### config.mk
export PLATFORM = sky130hd
export DESIGN_NAME = ssw_supervisor
export DESIGN_NICKNAME = d
export VERILOG_FILES = /design/src/design/ssw_pkg.sv /design/src/design/ssw_debounce.sv /design/src/design/ssw_nv_cell.sv /design/src/design/ssw_supervisor.sv
export VERILOG_INCLUDE_DIRS = /design/src /design/src/design
export SDC_FILE = /design/constraint.sdc
export NUM_CORES = 1
export LEC_CHECK = 0
export BUFFER_PORTS_ARGS = -buffer_cell sky130_fd_sc_hd__buf_2
export CORE_MARGIN = 1.5
export CORE_UTILIZATION = 50
export DETAILED_ROUTE_END_ITERATION = 12
export PLACE_DENSITY = 0.73
export SLEW_MARGIN = 20
export SYNTH_ARGS = -nofsm -noshare
export SYNTH_HDL_FRONTEND = slang
export SYNTH_HIERARCHICAL = 1
export SYNTH_SLANG_ARGS = --single-unit
### constraint.sdc
create_clock -name pclk -period 3.2 [get_ports pclk]
set_input_delay 0 -clock pclk [delete_from_list [all_inputs] [get_ports pclk]]
set_output_delay 0 -clock pclk [all_outputs]
set_load 0.005 [all_outputs]
### src/design/ssw_defines.svh
/*
 * Constants of the supply supervisor: clock rate, hold and interval times,
 * register offsets, field positions and reset values.
 * Assumes a single 20 MHz clock and 8-bit APB byte addresses.
 */
`ifndef SSW_DEFINES_SVH
`define SSW_DEFINES_SVH

// ----------------------------------------------------------------------
// Clock and times, in microseconds
// ----------------------------------------------------------------------
`define SSW_CLK_MHZ 20
`define SSW_POR0_US 50000
`define SSW_POR1_US 200000
`define SSW_POR2_US 400000
`define SSW_POR3_US 800000
`define SSW_WDT0_US 25000
`define SSW_WDT1_US 200000
`define SSW_WDT2_US 1400000
`define SSW_DB_US 1000

// ----------------------------------------------------------------------
// Register map
// ----------------------------------------------------------------------
`define SSW_ADDR_CTRL 8'h00
`define SSW_ADDR_STATE 8'h04
`define SSW_ADDR_IRQ_STAT 8'h08
`define SSW_ADDR_IRQ_CLR 8'h0C
`define SSW_ADDR_IRQ_EN 8'h10
`define SSW_CTRL_POR_LSB 0
`define SSW_CTRL_WDT_LSB 2
`define SSW_POR_SEL_RST 2'h0
`define SSW_WDT_SEL_RST 2'h0
`define SSW_WDT_OFF 2'h3
`define SSW_IRQ_EN_RST 4'h0

`endif

### src/design/ssw_pkg.sv
/*
 * Types of the supply supervisor: state enumerations and signal bundles.
 * Assumes nothing of its surroundings.
 */
package ssw_pkg;

    typedef enum logic [1:0] {SUP_ASSERT, SUP_HOLD, SUP_RUN} ssw_sup_state_t;

    typedef enum logic [1:0] {KICK_IDLE, KICK_FALL, KICK_STOP} ssw_kick_state_t;

    typedef struct packed {
        logic primary_low;
        logic below_batt;
        logic second_ok;
        logic sda;
        logic scl;
    } ssw_pins_t;

    typedef struct packed {
        logic second_fail;
        logic manual;
        logic primary_low;
        logic wdt_fault;
    } ssw_events_t;

endpackage : ssw_pkg

### src/design/ssw_debounce.sv
/*
 * Manual reset debouncer: two-stage synchroniser followed by a stability
 * counter. Assumes an asynchronous, bouncing active-low push button input.
 */
`timescale 1ns/1ps

module ssw_debounce #(
    parameter int unsigned DB_CYC = 20000
) (
    input wire logic clk,
    input wire logic rstn,
    input wire logic raw_n,
    output logic clean_n
);

    logic meta;
    logic sync;
    logic [31:0] cnt;
    logic [31:0] next_cnt;
    logic next_clean_n;

    // The level must stay put for the full count; any bounce restarts it.
    always_comb begin
        next_cnt = cnt;
        next_clean_n = clean_n;
        if (sync == clean_n) begin
            next_cnt = '0;
        end else if (cnt >= DB_CYC - 1) begin
            next_clean_n = sync;
            next_cnt = '0;
        end else begin
            next_cnt = cnt + 32'h1;
        end
    end

    always_ff @(posedge clk or negedge rstn) begin
        if (!rstn) begin
            meta <= 1'b1;
            sync <= 1'b1;
            cnt <= '0;
            clean_n <= 1'b1;
        end else begin
            meta <= raw_n;
            sync <= meta;
            cnt <= next_cnt;
            clean_n <= next_clean_n;
        end
    end
endmodule : ssw_debounce

### src/design/ssw_nv_cell.sv
/*
 * Non-volatile watchdog interval cell. It has its own initialisation reset,
 * which stands for the first programming of the part; the main supply
 * reset does not touch it, so the setting survives power cycles.
 */
`timescale 1ns/1ps
`include "ssw_defines.svh"

module ssw_nv_cell (
    input wire logic clk,
    input wire logic nv_init_n,
    input wire logic wr_en,
    input wire logic [1:0] wr_data,
    output logic [1:0] value
);

    logic [1:0] next_value;

    always_comb begin
        next_value = wr_en ? wr_data : value;
    end

    always_ff @(posedge clk or negedge nv_init_n) begin
        if (!nv_init_n) begin
            value <= `SSW_WDT_SEL_RST;
        end else begin
            value <= next_value;
        end
    end

endmodule : ssw_nv_cell

### src/design/ssw_supervisor.sv
/*
 * Supply supervisor with watchdog, APB register slave and interrupt.
 * Assumes analog comparators deliver digital levels on asynchronous pins,
 * a host that restarts the watchdog on the two-wire pins, and an APB master.
 */
// Added by the designer: the APB interface to the registers and the address map.
// How it works
// - After power-up the reset output stays active for one of four hold times, 0.05 s to 0.8 s.
// - A low primary supply holds reset active until it recovers and the hold time has run.
// - If the host does not restart the watchdog within the interval, the fault output goes active.
// - The watchdog interval is 25 ms, 200 ms or 1.4 s, or the watchdog is off.
// - The watchdog interval is held in a non-volatile cell that survives supply loss.
// - The manual reset input is debounced before it can cause a reset.
// - The second supply fail output pulls low while the second monitor is below its trip level.
// - The early low supply output pulls low while the primary supply is below its trip level.
// - The battery is selected only when the primary is low and below the battery.
// - Manual reset holds reset active, and for the hold time after its release.
// - A falling data edge with clock high, then a falling clock edge, then a stop condition, in that order, restart the watchdog.
`timescale 1ns/1ps
`include "ssw_defines.svh"

module ssw_supervisor #(
    parameter int unsigned POR_CYC0 = `SSW_POR0_US * `SSW_CLK_MHZ,
    parameter int unsigned POR_CYC1 = `SSW_POR1_US * `SSW_CLK_MHZ,
    parameter int unsigned POR_CYC2 = `SSW_POR2_US * `SSW_CLK_MHZ,
    parameter int unsigned POR_CYC3 = `SSW_POR3_US * `SSW_CLK_MHZ,
    parameter int unsigned WDT_CYC0 = `SSW_WDT0_US * `SSW_CLK_MHZ,
    parameter int unsigned WDT_CYC1 = `SSW_WDT1_US * `SSW_CLK_MHZ,
    parameter int unsigned WDT_CYC2 = `SSW_WDT2_US * `SSW_CLK_MHZ,
    parameter int unsigned DB_CYC = `SSW_DB_US * `SSW_CLK_MHZ,
    parameter bit RESET_ACTIVE_HIGH = 1'b0
) (
    input wire logic pclk,
    input wire logic presetn,
    input wire logic nv_init_n,
    input wire logic psel,
    input wire logic penable,
    input wire logic pwrite,
    input wire logic [7:0] paddr,
    input wire logic [31:0] pwdata,
    output logic [31:0] prdata,
    output logic pready,
    output logic pslverr,
    input wire logic primary_low_in,
    input wire logic primary_below_batt_in,
    input wire logic second_supply_sense,
    input wire logic manual_reset_in_n,
    input wire logic sda_in,
    input wire logic scl_in,
    output logic sys_reset_oe,
    output logic watchdog_fault_out_oe,
    output logic second_supply_fail_out_oe,
    output logic early_low_supply_out_oe,
    output logic battery_selected_out,
    output logic irq
);

    // ------------------------------------------------------------------
    // Declarations
    // ------------------------------------------------------------------
    ssw_pkg::ssw_pins_t pins_raw;
    ssw_pkg::ssw_pins_t pins_m;
    ssw_pkg::ssw_pins_t pins_q;
    ssw_pkg::ssw_pins_t pins_d;
    ssw_pkg::ssw_sup_state_t sup_state;
    ssw_pkg::ssw_sup_state_t next_sup_state;
    ssw_pkg::ssw_kick_state_t kick_state;
    ssw_pkg::ssw_kick_state_t next_kick_state;
    ssw_pkg::ssw_events_t events;
    logic [31:0] hold_cnt;
    logic [31:0] next_hold_cnt;
    logic [31:0] por_limit;
    logic [31:0] wdt_cnt;
    logic [31:0] next_wdt_cnt;
    logic [31:0] wdt_limit;
    logic [31:0] rd_word;
    logic [1:0] por_sel;
    logic [1:0] next_por_sel;
    logic [1:0] wdt_sel;
    logic [3:0] irq_status;
    logic [3:0] next_irq_status;
    logic [3:0] irq_en;
    logic [3:0] next_irq_en;
    logic [3:0] clr_mask;
    logic wdt_fault;
    logic next_wdt_fault;
    logic mr_clean_n;
    logic mr_active;
    logic mr_prev;
    logic cause;
    logic in_reset;
    logic wdt_on;
    logic kick;
    logic sda_fall;
    logic sda_rise;
    logic scl_fall;
    logic setup;
    logic wr;
    logic nv_wr;
    logic addr_hit;

    // ------------------------------------------------------------------
    // Pin synchronisers
    // ------------------------------------------------------------------
    assign pins_raw = '{primary_low: primary_low_in, below_batt: primary_below_batt_in,
                        second_ok: second_supply_sense, sda: sda_in, scl: scl_in};

    // Reset loads the idle pin levels, so that no false edge or fail
    // indication appears in the first cycles after reset.
    localparam ssw_pkg::ssw_pins_t PINS_IDLE = '{primary_low: 1'b0, below_batt: 1'b0,
        second_ok: 1'b1, sda: 1'b1, scl: 1'b1};

    // The third stage keeps the previous sample for edge detection, so the
    // first stage feeds nothing but the second.
    always_ff @(posedge pclk or negedge presetn) begin
        if (!presetn) begin
            pins_m <= PINS_IDLE;
            pins_q <= PINS_IDLE;
            pins_d <= PINS_IDLE;
        end else begin
            pins_m <= pins_raw;
            pins_q <= pins_m;
            pins_d <= pins_q;
        end
    end

    ssw_debounce #(
        .DB_CYC(DB_CYC)
    ) u_mr_db (
        .clk(pclk),
        .rstn(presetn),
        .raw_n(manual_reset_in_n),
        .clean_n(mr_clean_n)
    );

    ssw_nv_cell u_nv (
        .clk(pclk),
        .nv_init_n(nv_init_n),
        .wr_en(nv_wr),
        .wr_data(pwdata[`SSW_CTRL_WDT_LSB +: 2]),
        .value(wdt_sel)
    );

    // ------------------------------------------------------------------
    // Reset sequencer
    // ------------------------------------------------------------------
    assign mr_active = ~mr_clean_n;
    assign cause = pins_q.primary_low | mr_active;
    assign in_reset = (sup_state != ssw_pkg::SUP_RUN);

    always_comb begin
        case (por_sel)
            2'h0: por_limit = POR_CYC0;
            2'h1: por_limit = POR_CYC1;
            2'h2: por_limit = POR_CYC2;
            default: por_limit = POR_CYC3;
        endcase
    end

    always_comb begin
        next_sup_state = sup_state;
        next_hold_cnt = hold_cnt;
        case (sup_state)
            ssw_pkg::SUP_ASSERT: begin
                if (!cause) begin
                    next_sup_state = ssw_pkg::SUP_HOLD;
                    next_hold_cnt = '0;
                end
            end
            ssw_pkg::SUP_HOLD: begin
                if (cause) begin
                    next_sup_state = ssw_pkg::SUP_ASSERT;
                end else if (hold_cnt >= por_limit - 32'h1) begin
                    next_sup_state = ssw_pkg::SUP_RUN;
                end else begin
                    next_hold_cnt = hold_cnt + 32'h1;
                end
            end
            ssw_pkg::SUP_RUN: begin
                if (cause) begin
                    next_sup_state = ssw_pkg::SUP_ASSERT;
                end
            end
            default: next_sup_state = ssw_pkg::SUP_ASSERT;
        endcase
    end

    // Reset itself is the power-on event, so it enters the hold directly.
    always_ff @(posedge pclk or negedge presetn) begin
        if (!presetn) begin
            sup_state <= ssw_pkg::SUP_HOLD;
            hold_cnt <= '0;
        end else begin
            sup_state <= next_sup_state;
            hold_cnt <= next_hold_cnt;
        end
    end

    // ------------------------------------------------------------------
    // Watchdog restart detector
    // ------------------------------------------------------------------
    assign sda_fall = pins_d.sda & ~pins_q.sda;
    assign sda_rise = ~pins_d.sda & pins_q.sda;
    assign scl_fall = pins_d.scl & ~pins_q.scl;

    always_comb begin
        next_kick_state = kick_state;
        kick = 1'b0;
        case (kick_state)
            ssw_pkg::KICK_IDLE: begin
                if (sda_fall && pins_q.scl) begin
                    next_kick_state = ssw_pkg::KICK_FALL;
                end
            end
            ssw_pkg::KICK_FALL: begin
                if (scl_fall) begin
                    next_kick_state = ssw_pkg::KICK_STOP;
                end else if (sda_rise && pins_q.scl) begin
                    next_kick_state = ssw_pkg::KICK_IDLE;
                end
            end
            ssw_pkg::KICK_STOP: begin
                if (sda_rise && pins_q.scl) begin
                    next_kick_state = ssw_pkg::KICK_IDLE;
                    kick = 1'b1;
                end else if (sda_fall && pins_q.scl) begin
                    next_kick_state = ssw_pkg::KICK_FALL;
                end
            end
            default: next_kick_state = ssw_pkg::KICK_IDLE;
        endcase
    end

    always_ff @(posedge pclk or negedge presetn) begin
        if (!presetn) begin
            kick_state <= ssw_pkg::KICK_IDLE;
        end else begin
            kick_state <= next_kick_state;
        end
    end

    // ------------------------------------------------------------------
    // Watchdog counter
    // ------------------------------------------------------------------
    assign wdt_on = (wdt_sel != `SSW_WDT_OFF);

    always_comb begin
        case (wdt_sel)
            2'h0: wdt_limit = WDT_CYC0;
            2'h1: wdt_limit = WDT_CYC1;
            default: wdt_limit = WDT_CYC2;
        endcase
    end

    // The counter also rests while the system is held in reset, because
    // the host cannot service it then.
    always_comb begin
        next_wdt_cnt = wdt_cnt;
        next_wdt_fault = wdt_fault;
        if (!wdt_on || in_reset || kick) begin
            next_wdt_cnt = '0;
            next_wdt_fault = 1'b0;
        end else if (wdt_cnt >= wdt_limit - 32'h1) begin
            next_wdt_fault = 1'b1;
        end else begin
            next_wdt_cnt = wdt_cnt + 32'h1;
        end
        // A new interval starts a fresh count, so a shorter one cannot leave
        // the counter beyond its end.
        if (nv_wr) begin
            next_wdt_cnt = '0;
        end
    end

    always_ff @(posedge pclk or negedge presetn) begin
        if (!presetn) begin
            wdt_cnt <= '0;
            wdt_fault <= 1'b0;
        end else begin
            wdt_cnt <= next_wdt_cnt;
            wdt_fault <= next_wdt_fault;
        end
    end

    // ------------------------------------------------------------------
    // APB slave and interrupt
    // ------------------------------------------------------------------
    assign setup = psel & ~penable;
    assign wr = psel & penable & pready & pwrite;
    assign nv_wr = wr && (paddr == `SSW_ADDR_CTRL);
    assign addr_hit = (paddr == `SSW_ADDR_CTRL) || (paddr == `SSW_ADDR_STATE) ||
                      (paddr == `SSW_ADDR_IRQ_STAT) || (paddr == `SSW_ADDR_IRQ_CLR) ||
                      (paddr == `SSW_ADDR_IRQ_EN);
    assign events = '{second_fail: pins_d.second_ok & ~pins_q.second_ok,
                      manual: mr_active & ~mr_prev,
                      primary_low: pins_q.primary_low & ~pins_d.primary_low,
                      wdt_fault: next_wdt_fault & ~wdt_fault};

    always_comb begin
        case (paddr)
            `SSW_ADDR_CTRL: rd_word = {28'h0, wdt_sel, por_sel};
            `SSW_ADDR_STATE: rd_word = {26'h0, mr_active, battery_selected_out,
                                        ~pins_q.second_ok, pins_q.primary_low,
                                        wdt_fault, in_reset};
            `SSW_ADDR_IRQ_STAT: rd_word = {28'h0, irq_status};
            `SSW_ADDR_IRQ_EN: rd_word = {28'h0, irq_en};
            default: rd_word = 32'h0;
        endcase
    end

    // A clear in the same cycle as a new event loses to the event.
    always_comb begin
        clr_mask = (wr && paddr == `SSW_ADDR_IRQ_CLR) ? pwdata[3:0] : 4'h0;
        next_irq_status = (irq_status & ~clr_mask) | events;
        next_irq_en = (wr && paddr == `SSW_ADDR_IRQ_EN) ? pwdata[3:0] : irq_en;
        next_por_sel = (wr && paddr == `SSW_ADDR_CTRL) ?
                       pwdata[`SSW_CTRL_POR_LSB +: 2] : por_sel;
    end

    always_ff @(posedge pclk or negedge presetn) begin
        if (!presetn) begin
            prdata <= 32'h0;
            pready <= 1'b0;
            pslverr <= 1'b0;
            por_sel <= `SSW_POR_SEL_RST;
            irq_status <= 4'h0;
            irq_en <= `SSW_IRQ_EN_RST;
            irq <= 1'b0;
        end else begin
            prdata <= (setup && !pwrite) ? rd_word : 32'h0;
            pready <= setup;
            pslverr <= setup && !addr_hit;
            por_sel <= next_por_sel;
            irq_status <= next_irq_status;
            irq_en <= next_irq_en;
            irq <= |(irq_status & irq_en);
        end
    end

    // ------------------------------------------------------------------
    // Pin drivers
    // ------------------------------------------------------------------
    always_ff @(posedge pclk or negedge presetn) begin
        if (!presetn) begin
            sys_reset_oe <= ~RESET_ACTIVE_HIGH;
            watchdog_fault_out_oe <= 1'b0;
            second_supply_fail_out_oe <= 1'b0;
            early_low_supply_out_oe <= 1'b0;
            battery_selected_out <= 1'b0;
            mr_prev <= 1'b0;
        end else begin
            sys_reset_oe <= in_reset ^ RESET_ACTIVE_HIGH;
            watchdog_fault_out_oe <= wdt_fault;
            second_supply_fail_out_oe <= ~pins_q.second_ok;
            early_low_supply_out_oe <= pins_q.primary_low;
            battery_selected_out <= pins_q.primary_low & pins_q.below_batt;
            mr_prev <= mr_active;
        end
    end
endmodule : ssw_supervisor

==> run_results.csv, run 1 <==
group,metric,value,unit
critical_path,worst_path_most_repeated_cell,"ha_1",
logic_synthesis,synth.mux.area_fraction,0.0165,
logic_synthesis,yosys.area_share.simple,0.190,
global_routing,grt_start_max_net_pins,75,
finish,drive_gt1_frac,0.159,
critical_path,critPathCapture,"hold_cnt[17]$_DFFE_PN0P_",
floorplanning,ioPinCount,92,
critical_path,worstReg2RegEnd,"hold_cnt[17]$_DFFE_PN0P_",
critical_path,r2r.worst_path.cells,9,
finish,finalNetCount,902,
critical_path,crit_fanout,17,
placement,gp_congestion,0.813,
global_routing,grt_remaining_overflow,0,
placement,place_hpwl,11.0,mm
logic_synthesis,synth_flop_cell,"dfrtp_1",
floorplanning,start_util,0.509,
cts,clk-insertion-delay-late,0.42,ns
critical_path,worstPathCellList,"inv_1 > ha_1 > ha_1 > and4_1 > a221o_1 > nand3_1 > nand4_2 > or3_1 > a21oi_1",
floorplanning,core,14500,µm²
logic_synthesis,synth_compound_area_frac,0.135,
sta,relSlewSlack,0.502,
floorplanning,row_count,44,
routing,finalWirelength,15.9,mm
routing,avgRoutedWirePerCell,15.9,µm
min_path,hold_depth,3,
placement,placed_area,7770,µm²
logic_synthesis,synth_top_area_share,0.442,
finish,finish.instance_area,8570,µm²
routing,drt_pre_antenna_iters,7,
global_routing,grt_usage,0.214,
sta,worst_pin_slew,0.742,ns
placement,place_inst,949,
logic_synthesis,synth_top_family_by_area,"simple AND/OR/NAND/NOR gates",
critical_path,crit_path_top_delay_cell,"or3_1",
routing,drc,0,
outcome,status,"finished, final reports clean",
cts,h-tree-depth,4,
critical_path,cpLargestDelayFamily,"simple AND/OR/NAND/NOR gates",
logic_synthesis,ys_ff_latch,144,
cts,root_buffer,"clkbuf_16",
critical_path,cp-start-kind,"flop",
critical_path,end_kind,"flop",
power_and_ir_drop,leakage,3.84,nW
logic_synthesis,netlist_area,7370,µm²
routing,vias_per_cell,5.72,
sta,setup_viol,0,
logic_synthesis,syn_avg_cell_area,10.3,µm²
logic_synthesis,ys_types,66,
logic_synthesis,synthArstFlopShare,1.00,
logic_synthesis,synth_edf_count,0,
sta,rsz0062_at_grt,"true",
sta,report.final.slew_viol_count,0,
sta,fin_crit,3.04,ns
placement,port_buffers,37,
finish,num_antenna_cells,0,
finish,area_delta_synth_final,16.3,%
power_and_ir_drop,vdd_ir_drop_max,0.382,mV
sta,period_share,0.951,
power_and_ir_drop,powerDensity,467,nW/µm²
critical_path,critPathKind,"reg2reg",
cts,clk_path_buf_depth,2,
logic_synthesis,syn_inst,718,
flow_run,cap_violations,0,
logic_synthesis,ys.warnings.count,6,
critical_path,reg2reg_from,"por_sel[0]$_DFFE_PN0P_",
floorplanning,die_w,124,µm
critical_path,crit_path_max_incr_delay,0.51,ns
floorplanning,die_h,124,µm
critical_path,path_buf_inv,1,
critical_path,regToRegSetupSlack,0.16,ns
critical_path,arrival,3.38,ns
min_path,hp-class,"in2reg",
cts,numCtsBuffers,17,
routing,ant_nets,0,
logic_synthesis,synth_area_leader_cell,"dfrtp_1",
sta,max_freq,328,MHz
global_routing,grt_first_pass_wirelength,27.2,mm
routing,vias,5727,
critical_path,critPathLaunch,"por_sel[0]$_DFFE_PN0P_",
floorplanning,die_area,15500,µm²
critical_path,crit_cells,9,
global_routing,grt_pass1_vias,5678,
cts,cts_tree,"built",
sta,fin_worst_skew,0.0117,ns
finish,fin_cells,1002,
global_routing,antenna_found_initial,0,
cts,cts_sinks,144,
logic_synthesis,yosysSeqAreaShare,0.491,
sta,hold_viol_final,0,
routing,drt_iter0_drc,318,
logic_synthesis,synth_xor_area_frac,0.0273,
critical_path,critPathRequiredTime,3.54,ns
logic_synthesis,synth_adder_area_share,0.0778,
logic_synthesis,synthTopCellsByArea,"dfrtp_1 (44%), ha_1 (7.6%), dfstp_2 (5.0%)",
cts,path_clk_slew,0.07,ns
==> placed cells by master (no fill, tap or decap), types with 4 or more instances in the layout <==
cell type and instances:
and2_1 11, buf_4 18, or4_1 17, and3_1 23
xor2_1 6, nor3_1 17, or3_1 18, ha_1 45
dfstp_2 14, o21ai_0 35, dlygate4sd3_1 18, nand4_1 22
nand3_1 23, a21o_1 8, mux2_2 9, buf_2 36
dfrtp_1 130, o21a_1 5, clkbuf_16 17, o31ai_1 13
nor2_1 39, nor4_1 11, a32oi_1 4, nand2b_1 5
clkinv_4 4, nand2_1 48, xnor2_1 17, o211ai_1 5
conb_1 44, inv_6 5, inv_1 39, a21oi_1 44
==> timing repair <==
item / CTS / global route
buffers inserted: 0 / 2
hold buffers: 18 / 0
gates resized for setup: 0 / 2
endpoints found under the setup margin: 0 / 23
endpoints found under the hold margin: 89 / 0
==> state kept, by name, summed over array words and instances, names as in the netlist, 2 cells and up <==
signal       count
sup_state        2
prdata           6
u_nv/value       2
pins_d           3
wdt_cnt         32
pins_q           5
irq_status       4
por_sel          2
u_mr_db/cnt     32
irq_en           4
pins_m           5
hold_cnt        32
kick_state       2
==> per-layer routing <==
layer	wire length, µm	vias up	global-route usage
met2	7720	143	0.348
li1	-	2717	-
met3	712	29	0.0541
met4	323	0	0.0757
met5	0	-	0
met1	7180	2838	0.278
==> power by group <==
part           internal [W]  switching [W]  leakage (nW)
sequential          0.00187      0.0000334          1.89
clock               0.00105       0.000874         0.281
combinational     0.0000654       0.000110          1.68
==> worst min path at each step <==
stage              start                             end  slack (ns)
6_report          pwrite             prdata[2]$_DFF_PN0_        0.03
4_1_cts           pwrite             prdata[2]$_DFF_PN0_       0.003
2_1_floorplan    presetn  battery_selected_out$_DFF_PN0_       -0.30
5_1_grt           pwrite             prdata[0]$_DFF_PN0_        0.05
3_3_place_gp   nv_init_n       u_nv/value[0]$_DFFE_PN0P_       -0.20
3_5_place_dp   nv_init_n       u_nv/value[0]$_DFFE_PN0P_       -0.20
==> metrics by stage <==
step / utilization / worst slack [ns] / hold WS [ns] / power, W / TNS, ns
2_1_floorplan: - / 0.493 / -0.296 / 0.00202 / 0
3_5_place_dp: 0.537 / 0.116 / -0.196 / 0.00209 / 0
3_3_place_gp: 0.537 / 0.221 / -0.198 / 0.00207 / 0
4_1_cts: 0.589 / 0.0840 / 0.00298 / 0.00403 / 0
6_report: 0.592 / 0.156 / 0.0290 / 0.00400 / 0
5_1_grt: 0.592 / -0.0105 / 0.0460 / 0.00415 / -0.0223
==> worst register-to-register path, cell delays in order, from the launching register on <==
cell	delay (ns)
dfrtp_1	0.43
inv_1	0.16
ha_1	0.29
ha_1	0.28
and4_1	0.18
a221o_1	0.33
nand3_1	0.22
nand4_2	0.42
or3_1	0.51
a21oi_1	0.14
==> area by class of cell <==
type | instances | area [µm²]
clock buffers | 18 | 439
clock inverters | 14 | 136
fillers | 1145 | 5910
repair buffers | 73 | 507
multi-input cells | 530 | 3490
inverters | 39 | 146
well taps | 184 | 230
flip-flops and latches | 144 | 3620
==> Yosys cell counts, drive strengths merged (5+ instances only) <==
master,n
nor4,13
or3,18
a21o,8
nand2,49
nor3,19
inv,39
buf,38
mux2,9
or4,18
o211ai,5
dfstp,14
and3,23
dfrtp,130
nand3,23
o31ai,13
a21oi,44
ha,45
nand4,23
clkbuf,9
o21ai,36
o21a,5
nor2,42
a211oi,5
xnor2,17
nand2b,5
xor2,6
and2,11
==> logic make-up after synthesis <==
| logic type | after synthesis |
|---|---|
| AND/OR/NAND/NOR | 256 |
| AO/OA/AOI/OAI | 149 |
| flip-flops | 144 |
| buffers and inverters | 86 |
| adder cells (fa/ha/maj) | 46 |
| XOR/XNOR | 23 |
| multiplexers | 11 |
| other | 3 |
Note: power is estimated with default switching activity, not from simulation.
==> inputs of run 2 (changes only) <==
SYNTH_HIERARCHICAL = default   (was 1)
==> run_results.csv, run 2 <==
group,metric,value,unit
power_and_ir_drop,comb_power_share,0.092,
global_routing,antenna_found_initial,0,
routing,drt_iter0_drc,433,
logic_synthesis,ys.warnings.count,0,
min_path,hold_depth,3,
finish,fin_cells,1060,
critical_path,worst_path_most_repeated_cell,"ha_1",
outcome,status,"finished, final reports clean",
power_and_ir_drop,switchingPower,0.00124,W
critical_path,critPathKind,"reg2reg",
min_path,hp-class,"in2reg",
power_and_ir_drop,powerDensity,487,nW/µm²
logic_synthesis,syn_avg_cell_area,9.95,µm²
floorplanning,row_count,45,
sta,period_share,0.946,
finish,final_util,0.589,
finish,num_antenna_cells,0,
global_routing,grt_pass1_vias,5878,
logic_synthesis,ys_types,68,
routing,vias,6112,
sta,fin_crit,3.03,ns
floorplanning,start_util,0.510,
finish,mostFrequentLayoutCells,"dfrtp_1 (130), nand2_1 (83), ha_1 (45), nor2_1 (44), conb_1 (44)",
logic_synthesis,synth_edf_count,0,
critical_path,cp-start-kind,"flop",
placement,place_hpwl,11.4,mm
floorplanning,die_h,127,µm
critical_path,critPathRequiredTime,3.54,ns
cts,clk_path_buf_depth,2,
min_path,hold_end,"prdata[5]$_DFF_PN0_",
logic_synthesis,synth_most_common_cell,"dfrtp_1",
cts,numCtsBuffers,17,
global_routing,grt_usage,0.225,
logic_synthesis,synth_area_leader_cell,"dfrtp_1",
min_path,min_from,"paddr[3]",
routing,drc,0,
logic_synthesis,synthTopCellsByArea,"dfrtp_1 (42%), ha_1 (7.5%), dfstp_2 (4.8%)",
placement,port_buffers,37,
floorplanning,ioPinCount,92,
cts,cts_sinks,144,
logic_synthesis,synth_top_area_share,0.421,
logic_synthesis,synthTopCellsByCount,"dfrtp_1 (130), nand2_1 (83), ha_1 (46), nor2_1 (44), nand3_1 (32)",
sta,rsz0062_at_grt,"false",
routing,vias_per_cell,5.77,
critical_path,cpLargestDelayFamily,"simple AND/OR/NAND/NOR gates",
sta,fin_worst_skew,0.0151,ns
sta,max_freq,330,MHz
flow_run,cap_violations,0,
critical_path,crit_path_max_incr_delay,0.44,ns
sta,relSlewSlack,0.458,
floorplanning,die_area,16200,µm²
power_and_ir_drop,leakage,4.09,nW
sta,hold_viol_final,0,
sta,setup_tns,0,ns
critical_path,end_kind,"flop",
critical_path,r2r.worst_path.cells,10,
logic_synthesis,netlist_area,7720,µm²
finish,mostFrequentLayoutCell,"dfrtp_1",
logic_synthesis,ys_ff_latch,144,
cts,path_clk_slew,0.06,ns
critical_path,worstPathCellList,"ha_1 > xnor2_1 > ha_1 > and3_1 > a221o_1 > a2bb2oi_1 > nand4b_1 > buf_4 > nor3_1 > mux2i_1",
finish,area_delta_synth_final,15.6,%
cts,clk-insertion-delay-late,0.43,ns
critical_path,path_buf_inv,1,
critical_path,crit_fanout,6,
sta,setup_viol,0,
power_and_ir_drop,p_seq_frac,0.458,
routing,drt_pre_antenna_iters,5,
global_routing,grt_first_pass_wirelength,29.1,mm
floorplanning,die_w,127,µm
global_routing,grt_start_max_net_pins,85,
routing,finalWirelength,16.8,mm
logic_synthesis,synthArstFlopShare,1.00,
critical_path,reg2reg_from,"por_sel[0]$_DFFE_PN0P_",
power_and_ir_drop,vdd_ir_drop_max,0.414,mV
finish,finish.instance_area,8920,µm²
placement,gp_congestion,0.894,
critical_path,regToRegSetupSlack,0.17,ns
sta,report.final.slew_viol_count,0,
floorplanning,core,15100,µm²
critical_path,arrival,3.36,ns
finish,reg_top3,"hold_cnt x32, u_mr_db.cnt x32, wdt_cnt x32",
sta,worst_pin_slew,0.811,ns
power_and_ir_drop,p_int,0.00311,W
cts,h-tree-depth,4,
routing,avgRoutedWirePerCell,15.9,µm
global_routing,grt_remaining_overflow,0,
power_and_ir_drop,p_clk_frac,0.450,
cts,cts_tree,"built",
critical_path,worstReg2RegEnd,"hold_cnt[18]$_DFFE_PN0P_",
logic_synthesis,syn_inst,776,
power_and_ir_drop,p_sw_frac,0.284,
finish,drive_gt1_frac,0.148,
placement,placed_area,8150,µm²
logic_synthesis,yosysSeqAreaShare,0.469,
logic_synthesis,synth_flop_cell,"dfrtp_1",
critical_path,crit_path_top_delay_cell,"dfrtp_1",
routing,ant_nets,0,
cts,root_buffer,"clkbuf_16",
finish,finalNetCount,957,
placement,place_inst,1010,
-- run 2: cell count changes after synthesis, moves of 11 or more --
cell	previous run	this run
a21oi_1	44	29
nand2_1	48	83
or3_1	18	6
mux2i_1	2	16
o21ai_0	35	10
nor3_1	17	30
clkbuf_1	9	22
nand2b_1	5	16
or4_1	17	5
-- run 2: stage by stage --
stage	hold slack [ns]	setup slack, ns	total power [W]
6_report	0.0518	0.174	0.00435
5_1_grt	0.0756	0.00221	0.00454
4_1_cts	0.0273	0.167	0.00438
3_5_place_dp	-0.190	0.205	0.00240
3_3_place_gp	-0.192	0.272	0.00238
2_1_floorplan	-0.296	0.468	0.00226
-- run 2: timing repair --
item / in CTS / in global routing
endpoints found under the hold margin: 98 / 0
setup endpoints to repair: 0 / 8
hold buffers: 18 / 0
gates resized for setup: 0 / 4
buffers inserted: 0 / 0
-- run 2: power by group through the flow --
| stage | combinational [W] | sequential, W | clock [W] |
|---|---|---|---|
| floorplan | 0.000266 | 0.00199 | 0 |
| global placement | 0.000363 | 0.00202 | 0 |
| detailed placement | 0.000375 | 0.00202 | 0 |
| CTS | 0.000393 | 0.00199 | 0.00200 |
| global route | 0.000457 | 0.00201 | 0.00207 |
| finish | 0.000401 | 0.00199 | 0.00196 |
-- run 2: metal layers --
layer  track usage  vias up  wire length [µm]
li1              -     2947                 -
met1         0.312     3006              7840
met2         0.359      148              8030
met3        0.0469       11               780
met4        0.0668        0               150
met5             0        -                 0
-- run 2: logic make-up after synthesis --
group                    Yosys count  share of synthesized area
multiplexers                      25                     0.0339
adder cells (fa/ha/maj)           46                     0.0745
buffers and inverters             84                     0.0561
flip-flops                       144                      0.469
AO/OA/AOI/OAI                    125                      0.121
AND/OR/NAND/NOR                  334                      0.227
XOR/XNOR                          16                     0.0181
other                              2                   0.000972
-- run 2: worst min-delay path: stages --
cell	delay, ns
buf_2	0.12
nor3b_1	0.13
and3_1	0.19
-- run 2: final cells by class --
cell class	instances	area, µm²
Sequential cell	144	3620
Tap cell	188	235
Clock inverter	15	161
Clock buffer	17	425
Multi-Input combinational cell	590	3840
Inverter	30	116
Timing Repair Buffer	76	529
Fill cell	1322	6220
-- run 2: worst max-delay path by stage --
| stage | end | cells after the start | slack, ns | from |
|---|---|---|---|---|
| 2_1_floorplan | hold_cnt[1]$_DFFE_PN0P_ | 11 | 0.47 | por_sel[0]$_DFFE_PN0P_ |
| 3_3_place_gp | wdt_cnt[22]$_DFFE_PN0P_ | 10 | 0.27 | u_nv.value[1]$_DFFE_PN0P_ |
| 3_5_place_dp | hold_cnt[18]$_DFFE_PN0P_ | 11 | 0.20 | por_sel[0]$_DFFE_PN0P_ |
| 4_1_cts | hold_cnt[18]$_DFFE_PN0P_ | 11 | 0.17 | por_sel[0]$_DFFE_PN0P_ |
| 5_1_grt | hold_cnt[18]$_DFFE_PN0P_ | 10 | 0.002 | por_sel[0]$_DFFE_PN0P_ |
| 6_report | hold_cnt[18]$_DFFE_PN0P_ | 10 | 0.17 | por_sel[0]$_DFFE_PN0P_ |
==> inputs of run 3 (changes only) <==
PLACE_DENSITY = 0.81   (was 0.73)
==> run_results.csv, run 3 (synthesis results as in run 2) <==
group,metric,value,unit
power_and_ir_drop,finalPower,0.00434,W
sta,max_freq,332,MHz
critical_path,crit_path_top_delay_cell,"dfrtp_1",
sta,report.final.slew_viol_count,0,
placement,place_hpwl,11.3,mm
finish,area_delta_synth_final,15.3,%
critical_path,path_buf_inv,1,
cts,h-tree-depth,4,
critical_path,cp-start-kind,"flop",
routing,vias_per_cell,5.83,
floorplanning,die_w,127,µm
min_path,hp-class,"in2reg",
sta,hold_viol_final,0,
critical_path,end_kind,"flop",
floorplanning,start_util,0.510,
critical_path,cpLargestDelayFamily,"simple AND/OR/NAND/NOR gates",
global_routing,grt_start_max_net_pins,75,
finish,reg_top3,"hold_cnt x32, u_mr_db.cnt x32, wdt_cnt x32",
power_and_ir_drop,leakage,4.08,nW
routing,vias,6155,
global_routing,grt_remaining_overflow,0,
sta,hold_slack,0.0499,ns
floorplanning,die_area,16200,µm²
finish,mostFrequentLayoutCell,"dfrtp_1",
placement,port_buffers,37,
floorplanning,die_h,127,µm
finish,mostFrequentLayoutCells,"dfrtp_1 (129), nand2_1 (82), ha_1 (46), nor2_1 (44), conb_1 (44)",
cts,clk_path_buf_depth,2,
cts,cts_sinks,144,
power_and_ir_drop,powerDensity,487,nW/µm²
critical_path,worstPathCellList,"inv_1 > ha_1 > o21bai_1 > ha_1 > nand4_1 > nor4b_1 > and4_1 > nand4b_1 > mux2_2 > o211ai_1",
sta,setup_tns,0,ns
power_and_ir_drop,vdd_ir_drop_max,0.461,mV
routing,drt_iter0_drc,524,
critical_path,crit_fanout,7,
routing,finalWirelength,16.9,mm
cts,path_clk_slew,0.06,ns
global_routing,antenna_found_initial,0,
floorplanning,core,15100,µm²
sta,worst_pin_slew,0.697,ns
global_routing,grt_pass1_vias,6095,
global_routing,grt_first_pass_wirelength,29.2,mm
global_routing,grt_usage,0.227,
outcome,status,"finished, final reports clean",
sta,relSlewSlack,0.534,
floorplanning,row_count,45,
cts,post-cts-setup-buffers,0,
critical_path,worst_path_most_repeated_cell,"ha_1",
finish,finalNetCount,953,
routing,drt_pre_antenna_iters,5,
finish,num_antenna_cells,0,
routing,avgRoutedWirePerCell,16.0,µm
cts,cts_tree,"built",
critical_path,crit_path_max_incr_delay,0.47,ns
routing,drc,0,
critical_path,critPathRequiredTime,3.54,ns
sta,fin_crit,3.01,ns
routing,ant_nets,0,
critical_path,critPathKind,"reg2reg",
cts,numCtsBuffers,17,
cts,root_buffer,"clkbuf_16",
cts,clk-insertion-delay-late,0.43,ns
placement,gp_congestion,0.857,
sta,setup_viol,0,
finish,drive_gt1_frac,0.145,
flow_run,cap_violations,0,
sta,period_share,0.942,
floorplanning,ioPinCount,92,
critical_path,arrival,3.36,ns
sta,fin_worst_skew,0.0109,ns
sta,rsz0062_at_grt,"false",
-- run 3: layout make-up --
| class | instances | area (µm²) |
|---|---|---|
| flip-flops and latches | 144 | 3620 |
| inverters | 30 | 113 |
| multi-input cells | 590 | 3840 |
| repair buffers | 72 | 512 |
| well taps | 188 | 235 |
| fillers | 1247 | 6240 |
| clock inverters | 15 | 161 |
| clock buffers | 17 | 425 |
-- run 3: routing by layer --
metal	track usage	share of wire
met3	0.0528	0.044
met1	0.284	0.43
met2	0.381	0.50
met5	0	0
met4	0.0889	0.024
-- run 3: worst min-delay path: stages --
cell	delay [ns]
buf_2	0.10
nor2_1	0.11
and2_1	0.16
nor3_1	0.06
-- run 3: final timing paths --
kind / from / end / slack (ns) / cells past startpoint
setup / recovery: por_sel[1]$_DFFE_PN0P_ / hold_cnt[21]$_DFFE_PN0P_ / 0.19 / 10
hold / removal: paddr[0] / pslverr$_DFF_PN0_ / 0.05 / 4
setup reg to reg: por_sel[1]$_DFFE_PN0P_ / hold_cnt[21]$_DFFE_PN0P_ / 0.19 / 10
hold reg to reg: pins_m[4]$_DFF_PN0_ / pins_q[4]$_DFF_PN0_ / 0.35 / 0
max in group asynchronous: presetn / pins_q[2]$_DFF_PN1_ / 2.19 / 3
min in group asynchronous: presetn / hold_cnt[25]$_DFFE_PN0P_ / 0.19 / 2
-- run 3: stage by stage --
stage                     std cells  cell area [µm²]   util  setup slack, ns
final                          1056             8910  0.588            0.187
after global routing           1056             8910  0.588          0.00665
after CTS                      1056             8890  0.587            0.161
after detailed placement       1006             8130  0.537            0.185
after global placement         1006             8130  0.537            0.276
after floorplan                 818             7880      -            0.468
-- run 3: power by group --
part	switching, W	leakage (nW)	internal (W)
clock	0.000900	0.289	0.00105
sequential	0.0000942	1.87	0.00190
combinational	0.000238	1.92	0.000157
total	0.00123	4.08	0.00311
-- run 3: repair_timing --
| item | 4_1_cts | 5_1_grt |
|---|---|---|
| gates resized for setup | 0 | 5 |
| endpoints found under the setup margin | 0 | 22 |
| endpoints found under the hold margin | 90 | 0 |
| hold buffers | 18 | 0 |
